**config.mk**
```make
export PLATFORM = sky130hd
export DESIGN_NAME = cpdrc_top
export DESIGN_NICKNAME = d
export VERILOG_FILES = /design/src/cpdrc_pkg.sv /design/src/cpdrc_top.sv /design/src/cpdrc_pin_cell.sv
export SDC_FILE = /design/constraint.sdc
export NUM_CORES = 1
export LEC_CHECK = 0
export BUFFER_PORTS_ARGS = -buffer_cell sky130_fd_sc_hd__buf_2
export CORE_MARGIN = 2
export CORE_UTILIZATION = 48
export CTS_BUF_LIST = sky130_fd_sc_hd__clkbuf_4 sky130_fd_sc_hd__clkbuf_8
export DETAILED_ROUTE_END_ITERATION = 12
export PLACE_DENSITY = 0.73
export SYNTH_ARGS = -nofsm -noshare
export SYNTH_HDL_FRONTEND = slang
export SYNTH_SLANG_ARGS = --single-unit
```
**constraint.sdc**
```tcl
create_clock -name clk -period 2.13 [get_ports clk]
set_input_delay 0.639 -clock clk [delete_from_list [all_inputs] [get_ports clk]]
set_output_delay 0.639 -clock clk [all_outputs]
set_load 0.02 [all_outputs]
```
**src/cpdrc_pkg.sv**
```systemverilog
// Constants and carrier types shared by the power-down and reset controller.
// Assumes a single 50 MHz clock and plain configuration ports, with no register bus.
package cpdrc_pkg;

    // ****************************************
    // Sizes and timing
    // ****************************************
    localparam int NPINS = 8;
    localparam int CLK_PERIOD_NS = 20;
    // Delay from the supply trip until registers are released.
    localparam int POR_DELAY_NS = 200;
    localparam int POR_DELAY_CYC = (POR_DELAY_NS + CLK_PERIOD_NS - 1) / CLK_PERIOD_NS;
    // Quiet time before the automatic standby state is entered.
    localparam int IDLE_NS = 1000;
    localparam int IDLE_CYC = IDLE_NS / CLK_PERIOD_NS;
    localparam int CNT_W = 8;
    // Device identity and read data reset value; both values are arbitrary.
    localparam logic [15:0] DEVICE_ID = 16'h5A3C;
    localparam logic [15:0] SIG_RESET = 16'h0000;

    // ****************************************
    // Types
    // ****************************************
    typedef enum logic [1:0] {RD_PATTERN, RD_SIGNATURE, RD_DEVID, RD_NONE} cpdrc_rdsel_t;

    typedef struct packed {
        logic pdEnable;
        logic powerResetOn;
        logic keeperEnable;
        logic securityFuse;
    } cpdrc_cfg_t;

endpackage

```
**src/cpdrc_top.sv**
```systemverilog
// Power-down, standby, power-up reset, verify lock and programming protection.
// Assumes configuration bits are static; pins and supply comparators are asynchronous.
//
// Overview of operation
// With power-down enabled, either sleep request pin high enters power down.
// Entering power down latches internal signals and enabled output values.
// While powered down, pin changes other than the sleep pin are ignored.
// An output in high impedance at power-down onset stays high impedance.
// Input hold latches stay active during power down so pins never float.
// With power-down enabled, sleep pins are not usable as logic inputs.
// Automatic standby when no transitions occur; leave it when activity resumes.
// Each pin slice has a reduced-power setting adding one cycle delay.
// Power-reset option on trips at 2.8V both ways; off trips down at 0.7V.
// Shortly after supply crosses the trip level, all registers clear low.
// Board logic meets setup times before the first clock high after reset.
// Board logic keeps clocks free of edges during the power-on reset interval; the bench clock runs on and porCnt_r counts its edges.
// With the security fuse set, pattern readback is refused; signature, ID remain.
// Interrupted programming locks the device with all pins high impedance.
// With the keeper on, pins hold their previous level during programming.
// The test port controller is reset automatically at power up.
// With the keeper on, a pin left undriven holds its last driven level.
// When the sleep pin returns low, operation resumes from latched state.
// With power-down disabled, sleep pins are ordinary logic pins.
`timescale 1ns/100ps

module cpdrc_top (
    // Clock and reset.
    input wire logic clk,
    input wire logic nrst,
    // Static configuration.
    input wire cpdrc_pkg::cpdrc_cfg_t cfg,
    input wire logic [cpdrc_pkg::NPINS-1:0] reducedPower,
    // Sleep request pins and supply comparators.
    input wire logic sleep_request_a,
    input wire logic sleep_request_b,
    input wire logic supplyAbove2v8,
    input wire logic supplyAbove0v7,
    // General pins.
    input wire logic [cpdrc_pkg::NPINS-1:0] padIn,
    input wire logic [cpdrc_pkg::NPINS-1:0] padDriven,
    output logic [cpdrc_pkg::NPINS-1:0] padOut,
    output logic [cpdrc_pkg::NPINS-1:0] padOe,
    // Core logic side.
    input wire logic [cpdrc_pkg::NPINS-1:0] coreOut,
    input wire logic [cpdrc_pkg::NPINS-1:0] coreOe,
    output logic [cpdrc_pkg::NPINS-1:0] coreIn,
    output logic sleepPinLogicA,
    output logic sleepPinLogicB,
    // Programming port.
    input wire logic ispActive,
    input wire logic ispDone,
    input wire logic readReq,
    input wire cpdrc_pkg::cpdrc_rdsel_t readSel,
    input wire logic [15:0] cfgPattern,
    input wire logic [15:0] userSignature,
    output logic readValid,
    output logic readDenied,
    output logic [15:0] readData,
    // Status.
    output logic sleeping,
    output logic standby,
    output logic locked,
    output logic coreClear,
    output logic tapReset
);

    // ****************************************
    // Asynchronous input synchronisers
    // ****************************************
    typedef enum {ST_RUN, ST_SLEEP, ST_PROG, ST_LOCK} cpdrc_state_t;

    logic [3:0] s1_r;
    logic [3:0] s2_r;
    logic [3:0] s3_r;
    logic [3:0] stable_r;

    // Bit order: sleep a, sleep b, high comparator, low comparator.
    wire [3:0] rawAsync = {supplyAbove0v7, supplyAbove2v8, sleep_request_b, sleep_request_a};
    wire [3:0] agree = ~(s2_r ^ s3_r);
    wire [3:0] stableNxt = (agree & s3_r) | (~agree & stable_r);

    // Three flops; a change counts once stages two and three agree.
    always_ff @(posedge clk or negedge nrst)
    begin
        if (!nrst)
        begin
            s1_r <= 4'h0;
            s2_r <= 4'h0;
            s3_r <= 4'h0;
            stable_r <= 4'h0;
        end
        else
        begin
            s1_r <= rawAsync;
            s2_r <= s1_r;
            s3_r <= s2_r;
            stable_r <= stableNxt;
        end
    end

    // ****************************************
    // Supply trip and power-up reset
    // ****************************************
    logic supplyOk_r;
    logic [cpdrc_pkg::CNT_W-1:0] porCnt_r;
    logic coreClear_r;
    logic tapReset_r;

    // Rising always needs the high level; falling uses the low level with the option off.
    wire tripKeep = cfg.powerResetOn ? stable_r[2] : stable_r[3];
    wire supplyOkNxt = supplyOk_r ? tripKeep : stable_r[2];
    wire porDone = porCnt_r == cpdrc_pkg::CNT_W'(cpdrc_pkg::POR_DELAY_CYC);
    wire [cpdrc_pkg::CNT_W-1:0] porCntNxt =
        !supplyOk_r ? '0 : porDone ? porCnt_r : porCnt_r + 1'b1;

    always_ff @(posedge clk or negedge nrst)
    begin
        if (!nrst)
        begin
            supplyOk_r <= 1'b0;
            porCnt_r <= '0;
            coreClear_r <= 1'b1;
            tapReset_r <= 1'b1;
        end
        else
        begin
            supplyOk_r <= supplyOkNxt;
            porCnt_r <= porCntNxt;
            coreClear_r <= !(supplyOk_r && porDone);
            tapReset_r <= !(supplyOk_r && porDone);
        end
    end

    // ****************************************
    // Mode control
    // ****************************************
    cpdrc_state_t state_r;
    cpdrc_state_t state_nxt;
    logic sleeping_r;
    logic locked_r;

    wire sleepReq = cfg.pdEnable && (stable_r[0] || stable_r[1]);

    // Leaving power down returns straight to run with nothing reset.
    always_comb
    begin
        state_nxt = state_r;
        case (state_r)
            ST_RUN:
                if (ispActive)
                    state_nxt = ST_PROG;
                else if (sleepReq)
                    state_nxt = ST_SLEEP;
            ST_SLEEP:
                if (!sleepReq)
                    state_nxt = ST_RUN;
            ST_PROG:
                if (!ispActive)
                    state_nxt = ispDone ? ST_RUN : ST_LOCK;
            ST_LOCK:
                if (ispActive)
                    state_nxt = ST_PROG;
            default:
                state_nxt = ST_RUN;
        endcase
    end

    // Status flops take the next state, so they track the state decode cycle for cycle.
    always_ff @(posedge clk or negedge nrst)
    begin
        if (!nrst)
        begin
            state_r <= ST_RUN;
            sleeping_r <= 1'b0;
            locked_r <= 1'b0;
        end
        else
        begin
            state_r <= state_nxt;
            sleeping_r <= state_nxt == ST_SLEEP;
            locked_r <= state_nxt == ST_LOCK;
        end
    end

    wire freeze = state_r == ST_SLEEP;
    wire lock = state_r == ST_LOCK;
    wire prog = state_r == ST_PROG;

    // ****************************************
    // Pin slices
    // ****************************************
    logic [cpdrc_pkg::NPINS-1:0] pinAct;

    for (genvar i = 0; i < cpdrc_pkg::NPINS; i++)
    begin : g_pin
        cpdrc_pin_cell u_cell (
            .clk(clk),
            .nrst(nrst),
            .padIn(padIn[i]),
            .padDriven(padDriven[i]),
            .padOut(padOut[i]),
            .padOe(padOe[i]),
            .coreOut(coreOut[i]),
            .coreOe(coreOe[i]),
            .coreIn(coreIn[i]),
            .activity(pinAct[i]),
            .freeze(freeze),
            .lock(lock),
            .prog(prog),
            .keep(cfg.keeperEnable),
            .slow(reducedPower[i])
        );
    end

    // ****************************************
    // Sleep pin logic use and standby
    // ****************************************
    logic sleepA_r;
    logic sleepB_r;
    logic [cpdrc_pkg::NPINS-1:0] coreOutPrev_r;
    logic [cpdrc_pkg::CNT_W-1:0] idleCnt_r;
    logic standby_r;

    // A general pin level change or a coreOut change counts as activity and wakes the device.
    wire anyAct = (|pinAct) || (coreOut != coreOutPrev_r);
    wire idleFull = idleCnt_r == cpdrc_pkg::CNT_W'(cpdrc_pkg::IDLE_CYC);
    wire [cpdrc_pkg::CNT_W-1:0] idleNxt =
        (anyAct || state_r != ST_RUN) ? '0 : idleFull ? idleCnt_r : idleCnt_r + 1'b1;

    always_ff @(posedge clk or negedge nrst)
    begin
        if (!nrst)
        begin
            sleepA_r <= 1'b0;
            sleepB_r <= 1'b0;
            coreOutPrev_r <= '0;
            idleCnt_r <= '0;
            standby_r <= 1'b0;
        end
        else
        begin
            sleepA_r <= cfg.pdEnable ? 1'b0 : stable_r[0];
            sleepB_r <= cfg.pdEnable ? 1'b0 : stable_r[1];
            coreOutPrev_r <= coreOut;
            idleCnt_r <= idleNxt;
            standby_r <= idleFull && !anyAct && state_r == ST_RUN;
        end
    end

    // ****************************************
    // Readback with verify lock
    // ****************************************
    logic readValid_r;
    logic readDenied_r;
    logic [15:0] readData_r;

    // The fuse blocks only the pattern; signature and identity stay readable.
    wire deny = readSel == cpdrc_pkg::RD_PATTERN && cfg.securityFuse;
    wire [15:0] rdMux = deny ? 16'h0000 :
        readSel == cpdrc_pkg::RD_PATTERN ? cfgPattern :
        readSel == cpdrc_pkg::RD_SIGNATURE ? userSignature :
        readSel == cpdrc_pkg::RD_DEVID ? cpdrc_pkg::DEVICE_ID : 16'h0000;

    always_ff @(posedge clk or negedge nrst)
    begin
        if (!nrst)
        begin
            readValid_r <= 1'b0;
            readDenied_r <= 1'b0;
            readData_r <= cpdrc_pkg::SIG_RESET;
        end
        else
        begin
            readValid_r <= readReq && !deny;
            readDenied_r <= readReq && deny;
            readData_r <= readReq ? rdMux : readData_r;
        end
    end

    assign sleepPinLogicA = sleepA_r;
    assign sleepPinLogicB = sleepB_r;
    assign readValid = readValid_r;
    assign readDenied = readDenied_r;
    assign readData = readData_r;
    assign sleeping = sleeping_r;
    assign standby = standby_r;
    assign locked = locked_r;
    assign coreClear = coreClear_r;
    assign tapReset = tapReset_r;
endmodule // cpdrc_top

```
**src/cpdrc_pin_cell.sv**
```systemverilog
// One pin slice: input synchroniser, keeper, hold latches and output hold.
// Assumes padIn and padDriven are asynchronous pins; the rest come from the same clock.
`timescale 1ns/100ps

module cpdrc_pin_cell (
    // Clock and reset.
    input wire logic clk,
    input wire logic nrst,
    // Pin side.
    input wire logic padIn,
    input wire logic padDriven,
    output logic padOut,
    output logic padOe,
    // Core side.
    input wire logic coreOut,
    input wire logic coreOe,
    output logic coreIn,
    output logic activity,
    // Control.
    input wire logic freeze,
    input wire logic lock,
    input wire logic prog,
    input wire logic keep,
    input wire logic slow
);

    // ****************************************
    // Synchronisers
    // ****************************************
    logic [2:0] inSync_r;
    logic [2:0] drvSync_r;
    logic level_r;
    logic slowLevel_r;
    logic coreIn_r;
    logic act_r;
    logic padOut_r;
    logic padOe_r;

    // Three stages each; only stages two and three are ever compared.
    always_ff @(posedge clk or negedge nrst)
    begin
        if (!nrst)
        begin
            inSync_r <= 3'h0;
            drvSync_r <= 3'h0;
        end
        else
        begin
            inSync_r <= {inSync_r[1:0], padIn};
            drvSync_r <= {drvSync_r[1:0], padDriven};
        end
    end

    wire inAgree = inSync_r[1] == inSync_r[2];
    wire driven = drvSync_r[1] & drvSync_r[2];
    // An undriven pin keeps its last level when the keeper is on.
    wire takeLevel = inAgree && (driven || !keep);
    wire levelNxt = takeLevel ? inSync_r[2] : level_r;
    // The reduced-power path costs one extra cycle of latency.
    wire srcLevel = slow ? slowLevel_r : level_r;

    // ****************************************
    // Input hold and activity
    // ****************************************
    // A frozen cell ignores pin changes so the core sees the held value.
    always_ff @(posedge clk or negedge nrst)
    begin
        if (!nrst)
        begin
            level_r <= 1'b0;
            slowLevel_r <= 1'b0;
            coreIn_r <= 1'b0;
            act_r <= 1'b0;
        end
        else
        begin
            level_r <= levelNxt;
            slowLevel_r <= level_r;
            coreIn_r <= freeze ? coreIn_r : srcLevel;
            act_r <= levelNxt != level_r;
        end
    end

    // ****************************************
    // Output hold, lock and keeper
    // ****************************************
    wire padOeNxt = lock ? 1'b0 : prog ? keep : freeze ? padOe_r : coreOe;
    wire padOutNxt = lock ? padOut_r : prog ? level_r : freeze ? padOut_r : coreOut;

    always_ff @(posedge clk or negedge nrst)
    begin
        if (!nrst)
        begin
            padOut_r <= 1'b0;
            padOe_r <= 1'b0;
        end
        else
        begin
            padOut_r <= padOutNxt;
            padOe_r <= padOeNxt;
        end
    end

    assign padOut = padOut_r;
    assign padOe = padOe_r;
    assign coreIn = coreIn_r;
    assign activity = act_r;

endmodule // cpdrc_pin_cell

```
# [Word-level counts from Yosys, hierarchy flattened]
# Cells that the tools add are included.
[word_totals] rom_bits=0 ram_bits=0 reg_bits=193 n_memories=0 inputBits=87 word_cells=243 latch_bits=0
[op_classes] add_sub_neg=2 n_eq_ne=33 n_reduce_logical=36 n_shift=0 n_lt_le_gt_ge=0 muxes=75 bitwise=15 div_mod_pow=0 mul=0
[op_table] operator="$mux W32" count=5
[op_table] operator="$eq A32 B2 Y1 const B" count=4
[op_table] operator="$pmux W32 S4" count=1
[op_table] operator="$eq A32 B3 Y1 const B" count=3
[op_table] operator="$logic_not A32 Y1" count=2
[op_table] operator="$mux W1" count=60
[op_table] operator="$mux W16" count=3
[op_table] operator="$eq A32 B1 Y1 const B" count=1
[op_table] operator="$mux W8" count=4
[op_table] operator="$reduce_bool A32 Y1" count=1
[op_table] operator="$add A8 B1 Y8 const B" count=2
[op_table] operator="$logic_and A1 B1 Y1" count=15
[op_table] operator="$mux W15" count=1
[op_table] operator="$logic_or A1 B1 Y1" count=11
[op_table] operator="$and A1 B1 Y1" count=8
[op_table] operator="$and A4 B4 Y4" count=2
[op_table] operator="$eq A1 B1 Y1" count=8
[op_table] operator="$eq A8 B4 Y1 const B" count=1
[op_table] operator="$eq A8 B6 Y1 const B" count=1
[op_table] operator="$ne A1 B1 Y1" count=8
[op_table] operator="$ne A8 B8 Y1" count=1
[op_table] operator="$not A4 Y4" count=2
[op_table] operator="$reduce_or A8 Y1" count=1
[op_table] operator="$logic_not A1 Y1" count=4
[op_table] operator="11 further kinds" count=12

# [Depth between registers and ports, before layout]
# Gate-level depths: netlist (run 1).
[logic_depth] depth_word=6 depth_mapped=6 mapped_depth_nobuf=6

# [Cells and area by module]
# A second synthesis (run 1) with hierarchy kept.
[hier_totals] cells_unflattened=555 hier_area_um2=7080.5
[modules_own_cells] module="cpdrc_top" area_each_um2=3707.3 n_inst=1 cells_each=291 seq_area_each_um2=2428.6
[modules_own_cells] module="cpdrc_pin_cell" area_each_um2=421.7 n_inst=8 cells_each=33 seq_area_each_um2=300.3

# [Worst setup path before layout (run 1)]
# No wires, ideal clock.
[synth_path] kind="register to register" start="register state_r[2]" end="register g_pin[0].u_cell.coreIn_r" path_slack_ns=0.070 t_arrival_ns=1.935 path_buffers=2 stages_incl_launch_ff=7 period_less_slack_ns=2.060 setup_time_ns=0.125 cell_sequence="dfrtp_1 -> nor4_4 -> nand4_4 -> or4_1 -> buf_2 -> buf_6 -> mux2_4"
[synth_between] elab_chain_cells=1
[synth_rtl] item="from (decl)" line_no="cpdrc_top.sv:137" rtl="cpdrc_state_t state_r;"
[synth_rtl] item="from (signal assigned)" line_no="cpdrc_top.sv:179" rtl="state_r <= state_nxt;"
[synth_rtl] item="$eq A32 B2 Y1" line_no="cpdrc_top.sv:185" rtl="wire freeze = state_r == ST_SLEEP;"
[synth_rtl] item="to (signal assigned)" line_no="cpdrc_pin_cell.sv:79" rtl="coreIn_r <= freeze ? coreIn_r : srcLevel;"
[synth_rtl] item="to (decl)" line_no="cpdrc_pin_cell.sv:34" rtl="logic coreIn_r;"
# No other way between the ends.
# A chain may end at the register's enable or synchronous reset.

# [Final worst setup path (run 1)]
[layout_path] start="register state_r[13]" end="register g_pin[2].u_cell.coreIn_r"
[layout_between] elab_chain_cells=1
[layout_rtl] item="$eq A32 B2 Y1" line_no="cpdrc_top.sv:185"
[layout_rtl] item="to (signal assigned)" line_no="cpdrc_pin_cell.sv:79"
[layout_rtl] item="to (decl)" line_no="cpdrc_pin_cell.sv:34"
# No other way between the ends.

==> results of run 1 <==
## layer usage
metal	global-route usage, %	up-vias	routed length [µm]
met1	23.56	2362	6208
met3	5.405	24	832
met4	7.304	2	294
met5	0	-	13
met2	29.54	161	6913
li1	-	2344	-
## worst max path at each step
stage / start / endpoint / slack [ns] / depth (start not counted)
after floorplan: state_r[2] / g_pin[0].u_cell.coreIn / 0.07 / 6
after global placement: state_r[2] / g_pin[5].u_cell.coreIn / 0.12 / 5
after detailed placement: state_r[10] / g_pin[2].u_cell.coreIn / 0.07 / 5
after CTS: state_r[10] / g_pin[2].u_cell.coreIn / 0.06 / 5
after global routing: state_r[13] / g_pin[2].u_cell.coreIn / 0.002 / 5
final: state_r[13] / g_pin[2].u_cell.coreIn / 0.12 / 5
## cell usage after synthesis (4+ instances only)
master     number
mux2_2          9
o31ai_1         8
nand3_1        11
mux2_1          6
a21boi_0        8
o2bb2ai_1      11
o2111ai_1       8
nor4_1         15
a211o_1         8
and2_1         23
mux2i_1         8
ha_1            4
nor2b_1        13
a22o_1          5
clkbuf_1       13
buf_4          25
xnor2_1        17
nor3_1         10
inv_1          16
a21oi_1         9
dfrtp_1       192
a41o_1          8
or4_1           6
nand2_1        46
maj3_1          4
o21ai_0        29
nor2_1         35
## cells in the final DEF, fill, tap and decap left out, types with 4 or more instances in the layout
cell / n
mux2_2: 9
nor4_1: 15
o31ai_1: 8
buf_4: 16
clkbuf_8: 21
mux2i_1: 8
nor2b_1: 13
nor2_1: 35
nor3_1: 10
a41o_1: 8
or4_1: 6
a211o_1: 8
nand3_1: 11
buf_2: 134
a22o_1: 5
o2bb2ai_1: 11
inv_1: 16
conb_1: 30
a21boi_0: 8
ha_1: 4
mux2_1: 6
xnor2_1: 17
a21oi_1: 9
o2111ai_1: 8
maj3_1: 4
dfrtp_1: 192
nand2_1: 46
and2_1: 23
o21ai_0: 29
## worst max-delay path, cell delays in order (launching register included)
cell and delay, ns:
dfrtp_1 0.40, nor4_4 0.35, nand4_4 0.13, or4_1 0.50, buf_6 0.19, mux2_1 0.33
## final cells by class
type | count | area [µm²] | area share, %
Antenna cell | 2 | 5.005 | 0.05675
Clock buffer | 22 | 290.3 | 3.292
Multi-Input combinational cell | 368 | 2390 | 27.10
Inverter | 18 | 67.56 | 0.7662
Tap cell | 188 | 235.2 | 2.667
Sequential cell | 193 | 4831 | 54.78
Timing Repair Buffer | 155 | 875.8 | 9.932
Clock inverter | 10 | 123.9 | 1.405
## power groups by stage
| stage | combinational [µW] | clock [µW] | sequential [µW] |
|---|---|---|---|
| floorplan | 393 | 0 | 4140 |
| global placement | 660 | 0 | 4140 |
| detailed placement | 691 | 0 | 4150 |
| CTS | 691 | 2470 | 4090 |
| global route | 757 | 2630 | 4120 |
| finish | 679 | 2410 | 4080 |
## through the flow
step                instances  hold WS (ns)
finish                    956        0.1051
detailed placement        922        0.3347
CTS                       954       0.09030
global placement          922        0.3317
floorplan                 621        0.3312
global route              955       0.09695
## registers in the layout, summed over array words and instances, names as in the netlist, 16 cells and up, named ones only
register                flops
g_pin.u_cell.drvSync_r     24
readData                   16
g_pin.u_cell.inSync_r      24
state_r                    32
## cell families after synthesis
group           after synthesis
simple gates                185
compound gates              101
flops                       193
other cells                   1
xor+xnor                     19
fa+ha+maj                     8
buf+inv                      60
mux                          25
==> impl_metrics.toml, run 1 <==
[run_status]
status = "completed"

[sta]
setup_viol = 0
period_share_pct = 94.60
max_freq_mhz = 496.3
fin_tns_setup_ns = 0
worst_pin_slew_ns = 0.5759
rsz0062_at_grt = "no"
max_slew_margin_pct = 61.46
hold_violations = 0
finClkSkew_ns = 0.01533
slew_violations = 0
post-route-min-period_ns = 2.015
fin_ws_ns = 0.1151

[floorplan]
die_w_um = 128.5
core_um2 = 15150
ios = 136
start_util_pct = 49.09
num_rows = 45
die_h_um = 128.5
die_area_um2 = 16500

[pwr]
ir_drop_mv = 0.3793
clock_power_share_pct = 33.6
p_int_uw = 5384
p_sw_share_pct = 24.92
powerDensity_nw_per_um2 = 813.2
switchingPower_uw = 1787
p_total_uw = 7171
power_frac_seq_pct = 57.0
total_leakage_power_uw = 0.004089
combPwrFrac_pct = 9.5

[clock_network]
cts_max_level = 4
postCtsHoldBufs = 0
clkTransAtPathRegs_ns = 0.09
numCtsBuffers = 17
cts_resized = 0
cts.sinks = 193
clock_latency_ns = 0.45
cts_tree = "built"
cts-root-buf = "clkbuf_8"
cts_buffer_depth = 2
postCtsSetupBuffers = 0

[cells_and_area]
layout.nets = 844
num-fill-cells = 1224
area_growth_pct = 18.61
post-route-util_pct = 58.22
drive_gt1_share_pct = 27.02
design_area_um2 = 8818

[global_route]
grt_usage_pct = 18.33
grt_max_degree = 58
antenna_found_initial = 3
grt_pass1_wl_um = 23220
grt_pass1_vias = 4879
overflow = 0

[logic_synthesis]
syn-cell-area_um2 = 7435
synth_seq_cells = 193
yosys.area.top_type = "dfrtp_1"
synth_cell_type_count = 55
synthFlopType = "dfrtp_1"
yosys-top-cells-area = "dfrtp_1, buf_4, nand2_1, xnor2_1, o21ai_0"
yosys.area_share.simple_pct = 13.65
synthArstFlopShare_pct = 100.0
synth_top_family_by_area = "simple AND/OR/NAND/NOR gates"
synth_xor_area_share_pct = 2.238
synth_adder_area_share_pct = 1.212
synth_top_area_share_pct = 64.62
synth-edff-count = 0
yosys_warnings = 0
syn_area_per_cell_um2 = 12.56
syn_inst = 592
seq_area_frac_synth_pct = 64.98
synth_compound_area_share_pct = 9.711
synthMuxAreaShare_pct = 3.753

[drt]
ant_nets = 0
wl_per_cell_um = 14.92
drt-total-wl_um = 14260
drt-pass1-iter-count = 4
drc = 0
num_vias = 4893
vias_per_cell = 5.118
drt_iter0_drc = 238

[placed_design]
gp_congestion = 0.8241
hpwl_um = 10200
io_buffers = 135
pre_cts_ws_ns = 0.06589
dpl-instance-area_um2 = 8391

[run]
max_cap_violations = 0

[setup_path]
crit_required_ns = 2.47
r2r_slack_ns = 0.12
cp-end-kind = "flip-flop"
worst-setup-path-type = "reg2reg"
r2r_cells = 5
worstSetupStartpointType = "flip-flop"
r2r-end = "g_pin[2].u_cell.coreIn"
worst-path-max-fanout = 16
arrival_ns = 2.35
r2r-start = "state_r[13]"

[worst_hold_path]
hold_class = "in2async"
(Power assumes the default switching activity.)
==> run 2: changes to the inputs <==
RECOVER_POWER = 100   (was unset)
==> impl_metrics.toml, run 2 (synthesis gave the netlist of run 1 again) <==
[cells_and_area]
register_area_um2 = 4831
final_cell_mix = "dfrtp_1, buf_2, clkbuf_1"
fin_cells = 956
regMostFlops = "state_r"
mostFrequentLayoutCell = "dfrtp_1"
layout.nets = 844
reg_top3 = "state_r: 32 flops, g_pin.u_cell.drvSync_r: 24 flops, g_pin.u_cell.inSync_r: 24 flops"
multi_input_area_um2 = 2380
area_growth_pct = 16.73
drive_gt1_share_pct = 18.28
num-fill-cells = 1272
largest_reg_flops = 32

[global_route]
grt_usage_pct = 18.33
overflow = 0
grt_pass1_vias = 4879
grt_max_degree = 58
grt_pass1_wl_um = 23220
antenna_found_initial = 3

[placed_design]
gp_congestion = 0.8241
io_buffers = 135
dpl.cell_count = 922
hpwl_um = 10200

[worst_hold_path]
hold_start = "padIn[5]"
hold_class = "in2reg"

[setup_path]
worst-setup-path-type = "reg2reg"
cp-end-kind = "flip-flop"
crit_slowest_cell = "or4_1"
startpoint = "state_r[13]"
r2r-start = "state_r[13]"
crit_path_cell_trace = "nor4_4 -> nand4_4 -> or4_1 -> buf_6 -> mux2_1"
worst-path-max-fanout = 16
r2r_slack_ns = 0.12
arrival_ns = 2.35
r2r_cells = 5
worstSetupStartpointType = "flip-flop"
crit_required_ns = 2.47
cp_slowest_stage_delay_ns = 0.50
r2r-end = "g_pin[2].u_cell.coreIn"
setup.worst_path.end = "g_pin[2].u_cell.coreIn"

[drt]
wl_met2_um = 6898
drt_iter0_drc = 254
drt-total-wl_um = 14230
vias_per_cell = 5.123
drc = 0
drt-pass1-iter-count = 6
wl_per_cell_um = 14.88
m1WireLength_um = 6166
num_vias = 4898
wl_met3_um = 857
topRoutingLayerUsed = "met5"
ant_nets = 0

[pwr]
total_leakage_power_uw = 0.003876
ir_drop_mv = 0.3776
p_total_uw = 7127
powerDensity_nw_per_um2 = 821.2

[sta]
hold_ws_ns = 0.2852
slew_violations = 0
post-route-min-period_ns = 2.010
setup_viol = 0
worst_pin_slew_ns = 1.067
hold_violations = 0
rsz0062_at_grt = "no"
fin_tns_setup_ns = 0
period_share_pct = 94.35
max_slew_margin_pct = 28.86
finClkSkew_ns = 0.01625
max_freq_mhz = 497.6

[floorplan]
die_area_um2 = 16500
num_rows = 45
start_util_pct = 49.09
core_um2 = 15150
ios = 136
die_w_um = 128.5
die_h_um = 128.5

[clock_network]
cts_tree = "built"
cts_max_level = 4
cts-root-buf = "clkbuf_8"
cts_buffer_depth = 2
clock_latency_ns = 0.45
clkTransAtPathRegs_ns = 0.09
numCtsBuffers = 17
cts.sinks = 193

[run_status]
status = "completed"

[run]
max_cap_violations = 0
[run 2: critical path, delay by kind of cell, from the launching register on]
family	cells	cell delay (ns)
buf+inv	1	0.19
flops	1	0.40
mux	1	0.33
simple gates	3	0.98
[run 2: report_power, final]
group / switching [µW] / leakage, µW / internal (µW)
logic: 377 / 0.00138 / 261
registers: 178 / 0.00229 / 3910
clock network: 1230 / 0.000207 / 1170
[run 2: how the worst min path moves through the flow]
stage,slack (ns),cells past startpoint,endpoint
after CTS,0.09,1,g_pin[0].u_cell.coreIn
after floorplan,0.33,0,g_pin[0].u_cell.drvSync_r[1]
after global placement,0.33,0,s2_r[2]
after global routing,0.25,1,g_pin[5].u_cell.inSync_r[0]
after detailed placement,0.33,0,g_pin[4].u_cell.drvSync_r[1]
final,0.29,1,g_pin[5].u_cell.inSync_r[0]
[run 2: per-stage QoR]
stage                     cell area (µm²)  setup WS (ns)  util [%]
final                                8678         0.1204     57.30
after global routing                 8676       0.005188     57.28
after CTS                            8805        0.06387     58.13
after detailed placement             8391        0.06589     55.40
after global placement               8391         0.1236     55.40
after floorplan                      7543        0.07038         -
[run 2: final cells by class]
cell class | count | area share (%)
clock buffer | 22 | 3.345
clock inverter | 10 | 1.427
timing repair buffer | 155 | 8.593
multi-input combinational | 368 | 27.42
sequential | 193 | 55.67
tap | 188 | 2.711
antenna | 2 | 0.05767
inverter | 18 | 0.7785
[run 2: metal layers]
layer  up-vias  global-route usage [%]
met2       165                   29.54
met3        24                   5.405
met4         2                   7.304
li1       2339                       -
met5         -                       0
met1      2368                   23.56
[run 2: repair_timing]
| action | CTS | global route |
|---|---|---|
| hold buffers | 0 | 0 |
| gates resized for setup | 0 | 2 |
| setup endpoints to repair | 0 | 7 |
| setup buffers | 0 | 0 |
==> run 3: changes to the inputs <==
PLACE_DENSITY = 0.74   (was 0.73)
SYNTH_HIERARCHICAL = 1   (was unset)
==> impl_metrics.toml, run 3 <==
[floorplan]
start_util_pct = 48.90
ios = 136
num_rows = 44
die_h_um = 125.5
die_area_um2 = 15740
core_um2 = 14480
die_w_um = 125.5

[pwr]
total_leakage_power_uw = 0.003899
p_int_uw = 5648
p_total_uw = 7465
switchingPower_uw = 1817
clock_power_share_pct = 36.5
ir_drop_mv = 0.5969
combPwrFrac_pct = 8.9
p_sw_share_pct = 24.34
power_frac_seq_pct = 54.6
powerDensity_nw_per_um2 = 854.1

[placed_design]
hpwl_um = 9931
gp_congestion = 0.7733
pre_cts_ws_ns = -0.05626
dpl-instance-area_um2 = 8325
io_buffers = 135

[sta]
setup_viol = 2
period_share_pct = 101.4
slew_violations = 62
max_freq_mhz = 463.2
worst_pin_slew_ns = 1.548
hold_violations = 0
max_slew_margin_pct = -3.204
fin_tns_setup_ns = -0.04905
post-route-min-period_ns = 2.159
fin_ws_ns = -0.02883
rsz0062_at_grt = "yes"
finClkSkew_ns = 0.01652

[logic_synthesis]
seq_area_frac_synth_pct = 68.23
synth.most_common_cell = "dfrtp_1"
synthFlopType = "dfrtp_1"
yosys.area.top_type = "dfrtp_1"
syn_inst = 555
synth_top_area_share_pct = 67.86
syn_area_per_cell_um2 = 12.76
synthArstFlopShare_pct = 100.0
yosys-top-cells-count = "dfrtp_1, nand2_1, a21oi_1"
synth_seq_cells = 193
syn-cell-area_um2 = 7081
synth_cell_type_count = 46
yosys_warnings = 6
yosys-top-cells-area = "dfrtp_1, mux2i_1, a21oi_1, nand2_1, xnor2_1"
synth-edff-count = 0

[run_status]
status = "finished, violations left"
violations = "max-capacitance violations, max-slew violations, negative setup slack"

[setup_path]
arrival_ns = 2.50
cp-end-kind = "flip-flop"
r2r-end = "g_pin[0].u_cell/padOe"
worstSetupStartpointType = "flip-flop"
r2r-start = "state_r[31]"
r2r_slack_ns = -0.03
r2r_cells = 8
worst-setup-path-type = "reg2reg"
worst-path-max-fanout = 12
crit_required_ns = 2.47

[drt]
wl_per_cell_um = 15.42
drt_iter0_drc = 247
num_vias = 4807
vias_per_cell = 5.055
ant_nets = 0
drc = 0
drt-pass1-iter-count = 6
drt-total-wl_um = 14660

[cells_and_area]
antenna_cells = 0
mostFrequentLayoutCell = "dfrtp_1"
layout.nets = 845
largest_reg_flops = 32
area_growth_pct = 23.45
final_cell_mix = "dfrtp_1, buf_2, clkbuf_1"
regMostFlops = "state_r"
drive_gt1_share_pct = 21.51
design_area_um2 = 8741
post-route-util_pct = 60.37
reg_top3 = "state_r: 32 flops, g_pin.u_cell/drvSync_r: 24 flops, g_pin.u_cell/inSync_r: 24 flops"

[clock_network]
cts_max_level = 4
numCtsBuffers = 17
clock_latency_ns = 0.46
cts_tree = "built"
cts-root-buf = "clkbuf_8"
cts_buffer_depth = 2
postCtsHoldBufs = 0
clkTransAtPathRegs_ns = 0.09
cts.sinks = 193

[global_route]
grt_pass1_vias = 5019
grt_usage_pct = 19.19
overflow = 0
antenna_found_initial = 0
grt_pass1_wl_um = 24030
grt_max_degree = 62

[worst_hold_path]
hold_depth = 1
hold_class = "in2reg"
hold_end = "g_pin[1].u_cell/inSync_r[0]"
hold_start = "padIn[1]"

[run]
max_cap_violations = 1
run 3: how the worst max path moves through the flow:
stage                     start               endpoint  slack (ns)  depth (start not counted)
detailed placement  state_r[31]  g_pin[3].u_cell/padOe       -0.06                          8
global placement    state_r[14]  g_pin[7].u_cell/padOe        0.01                          8
floorplan            state_r[9]  g_pin[0].u_cell/padOe       -0.66                          7
global route        state_r[31]  g_pin[0].u_cell/padOe       -0.14                          8
CTS                 state_r[31]  g_pin[0].u_cell/padOe       -0.03                          8
finish              state_r[31]  g_pin[0].u_cell/padOe       -0.03                          8
run 3: area by class of cell:
class / count / area [µm²]
inverters: 38 / 142.6
multi-input cells: 343 / 2202
flip-flops and latches: 193 / 4831
clock inverters: 11 / 202.7
repair buffers: 161 / 862.1
fillers: 1162 / 5738
clock buffers: 21 / 270.3
well taps: 184 / 230.2
run 3: routing by layer:
metal | GRT usage [%] | vias to the layer above | routed length [µm]
li1 | - | 2284 | -
met4 | 7.190 | 0 | 265
met3 | 5.434 | 21 | 700
met1 | 24.70 | 2369 | 6408
met2 | 31.19 | 133 | 7286
met5 | 0 | - | 0
run 3: stage by stage:
| step | instances | hold slack (ns) |
|---|---|---|
| 2_1_floorplan | 584 | 0.3312 |
| 3_3_place_gp | 914 | 0.3320 |
| 3_5_place_dp | 914 | 0.3347 |
| 4_1_cts | 946 | 0.1707 |
| 5_1_grt | 951 | 0.2370 |
| 6_report | 951 | 0.2795 |
run 3: timing repair:
action	4_1_cts	5_1_grt
cloned	0	2
buffers inserted	0	3
gates resized for setup	5	4
setup endpoints to repair	15	20
pin swaps	0	2
run 3: kinds of logic after synthesis:
logic type	after synthesis	share of synthesized area, %
XOR/XNOR	20	2.474
AND/OR/NAND/NOR	154	12.03
buffers and inverters	48	2.704
other	1	0.05296
flip-flops	193	68.23
AO/OA/AOI/OAI	104	9.242
adder cells (fa/ha/maj)	8	1.272
multiplexers	27	3.994
run 3: power by group through the flow:
stage / combinational [µW] / sequential (µW) / clock, µW
global route: 748 / 4110 / 2950
global placement: 690 / 4130 / 0
CTS: 724 / 4080 / 2800
finish: 664 / 4080 / 2720
floorplan: 286 / 4200 / 0
detailed placement: 721 / 4140 / 0
run 3: worst max-delay path, stage by stage, from the launching register on:
cell and delay (ns):
dfrtp_1 0.39, nor4_2 0.30, nand4_1 0.16, or2_4 0.29, nor3b_4 0.24, buf_12 0.19
mux2_1 0.34, nand2_1 0.07, a21oi_1 0.06
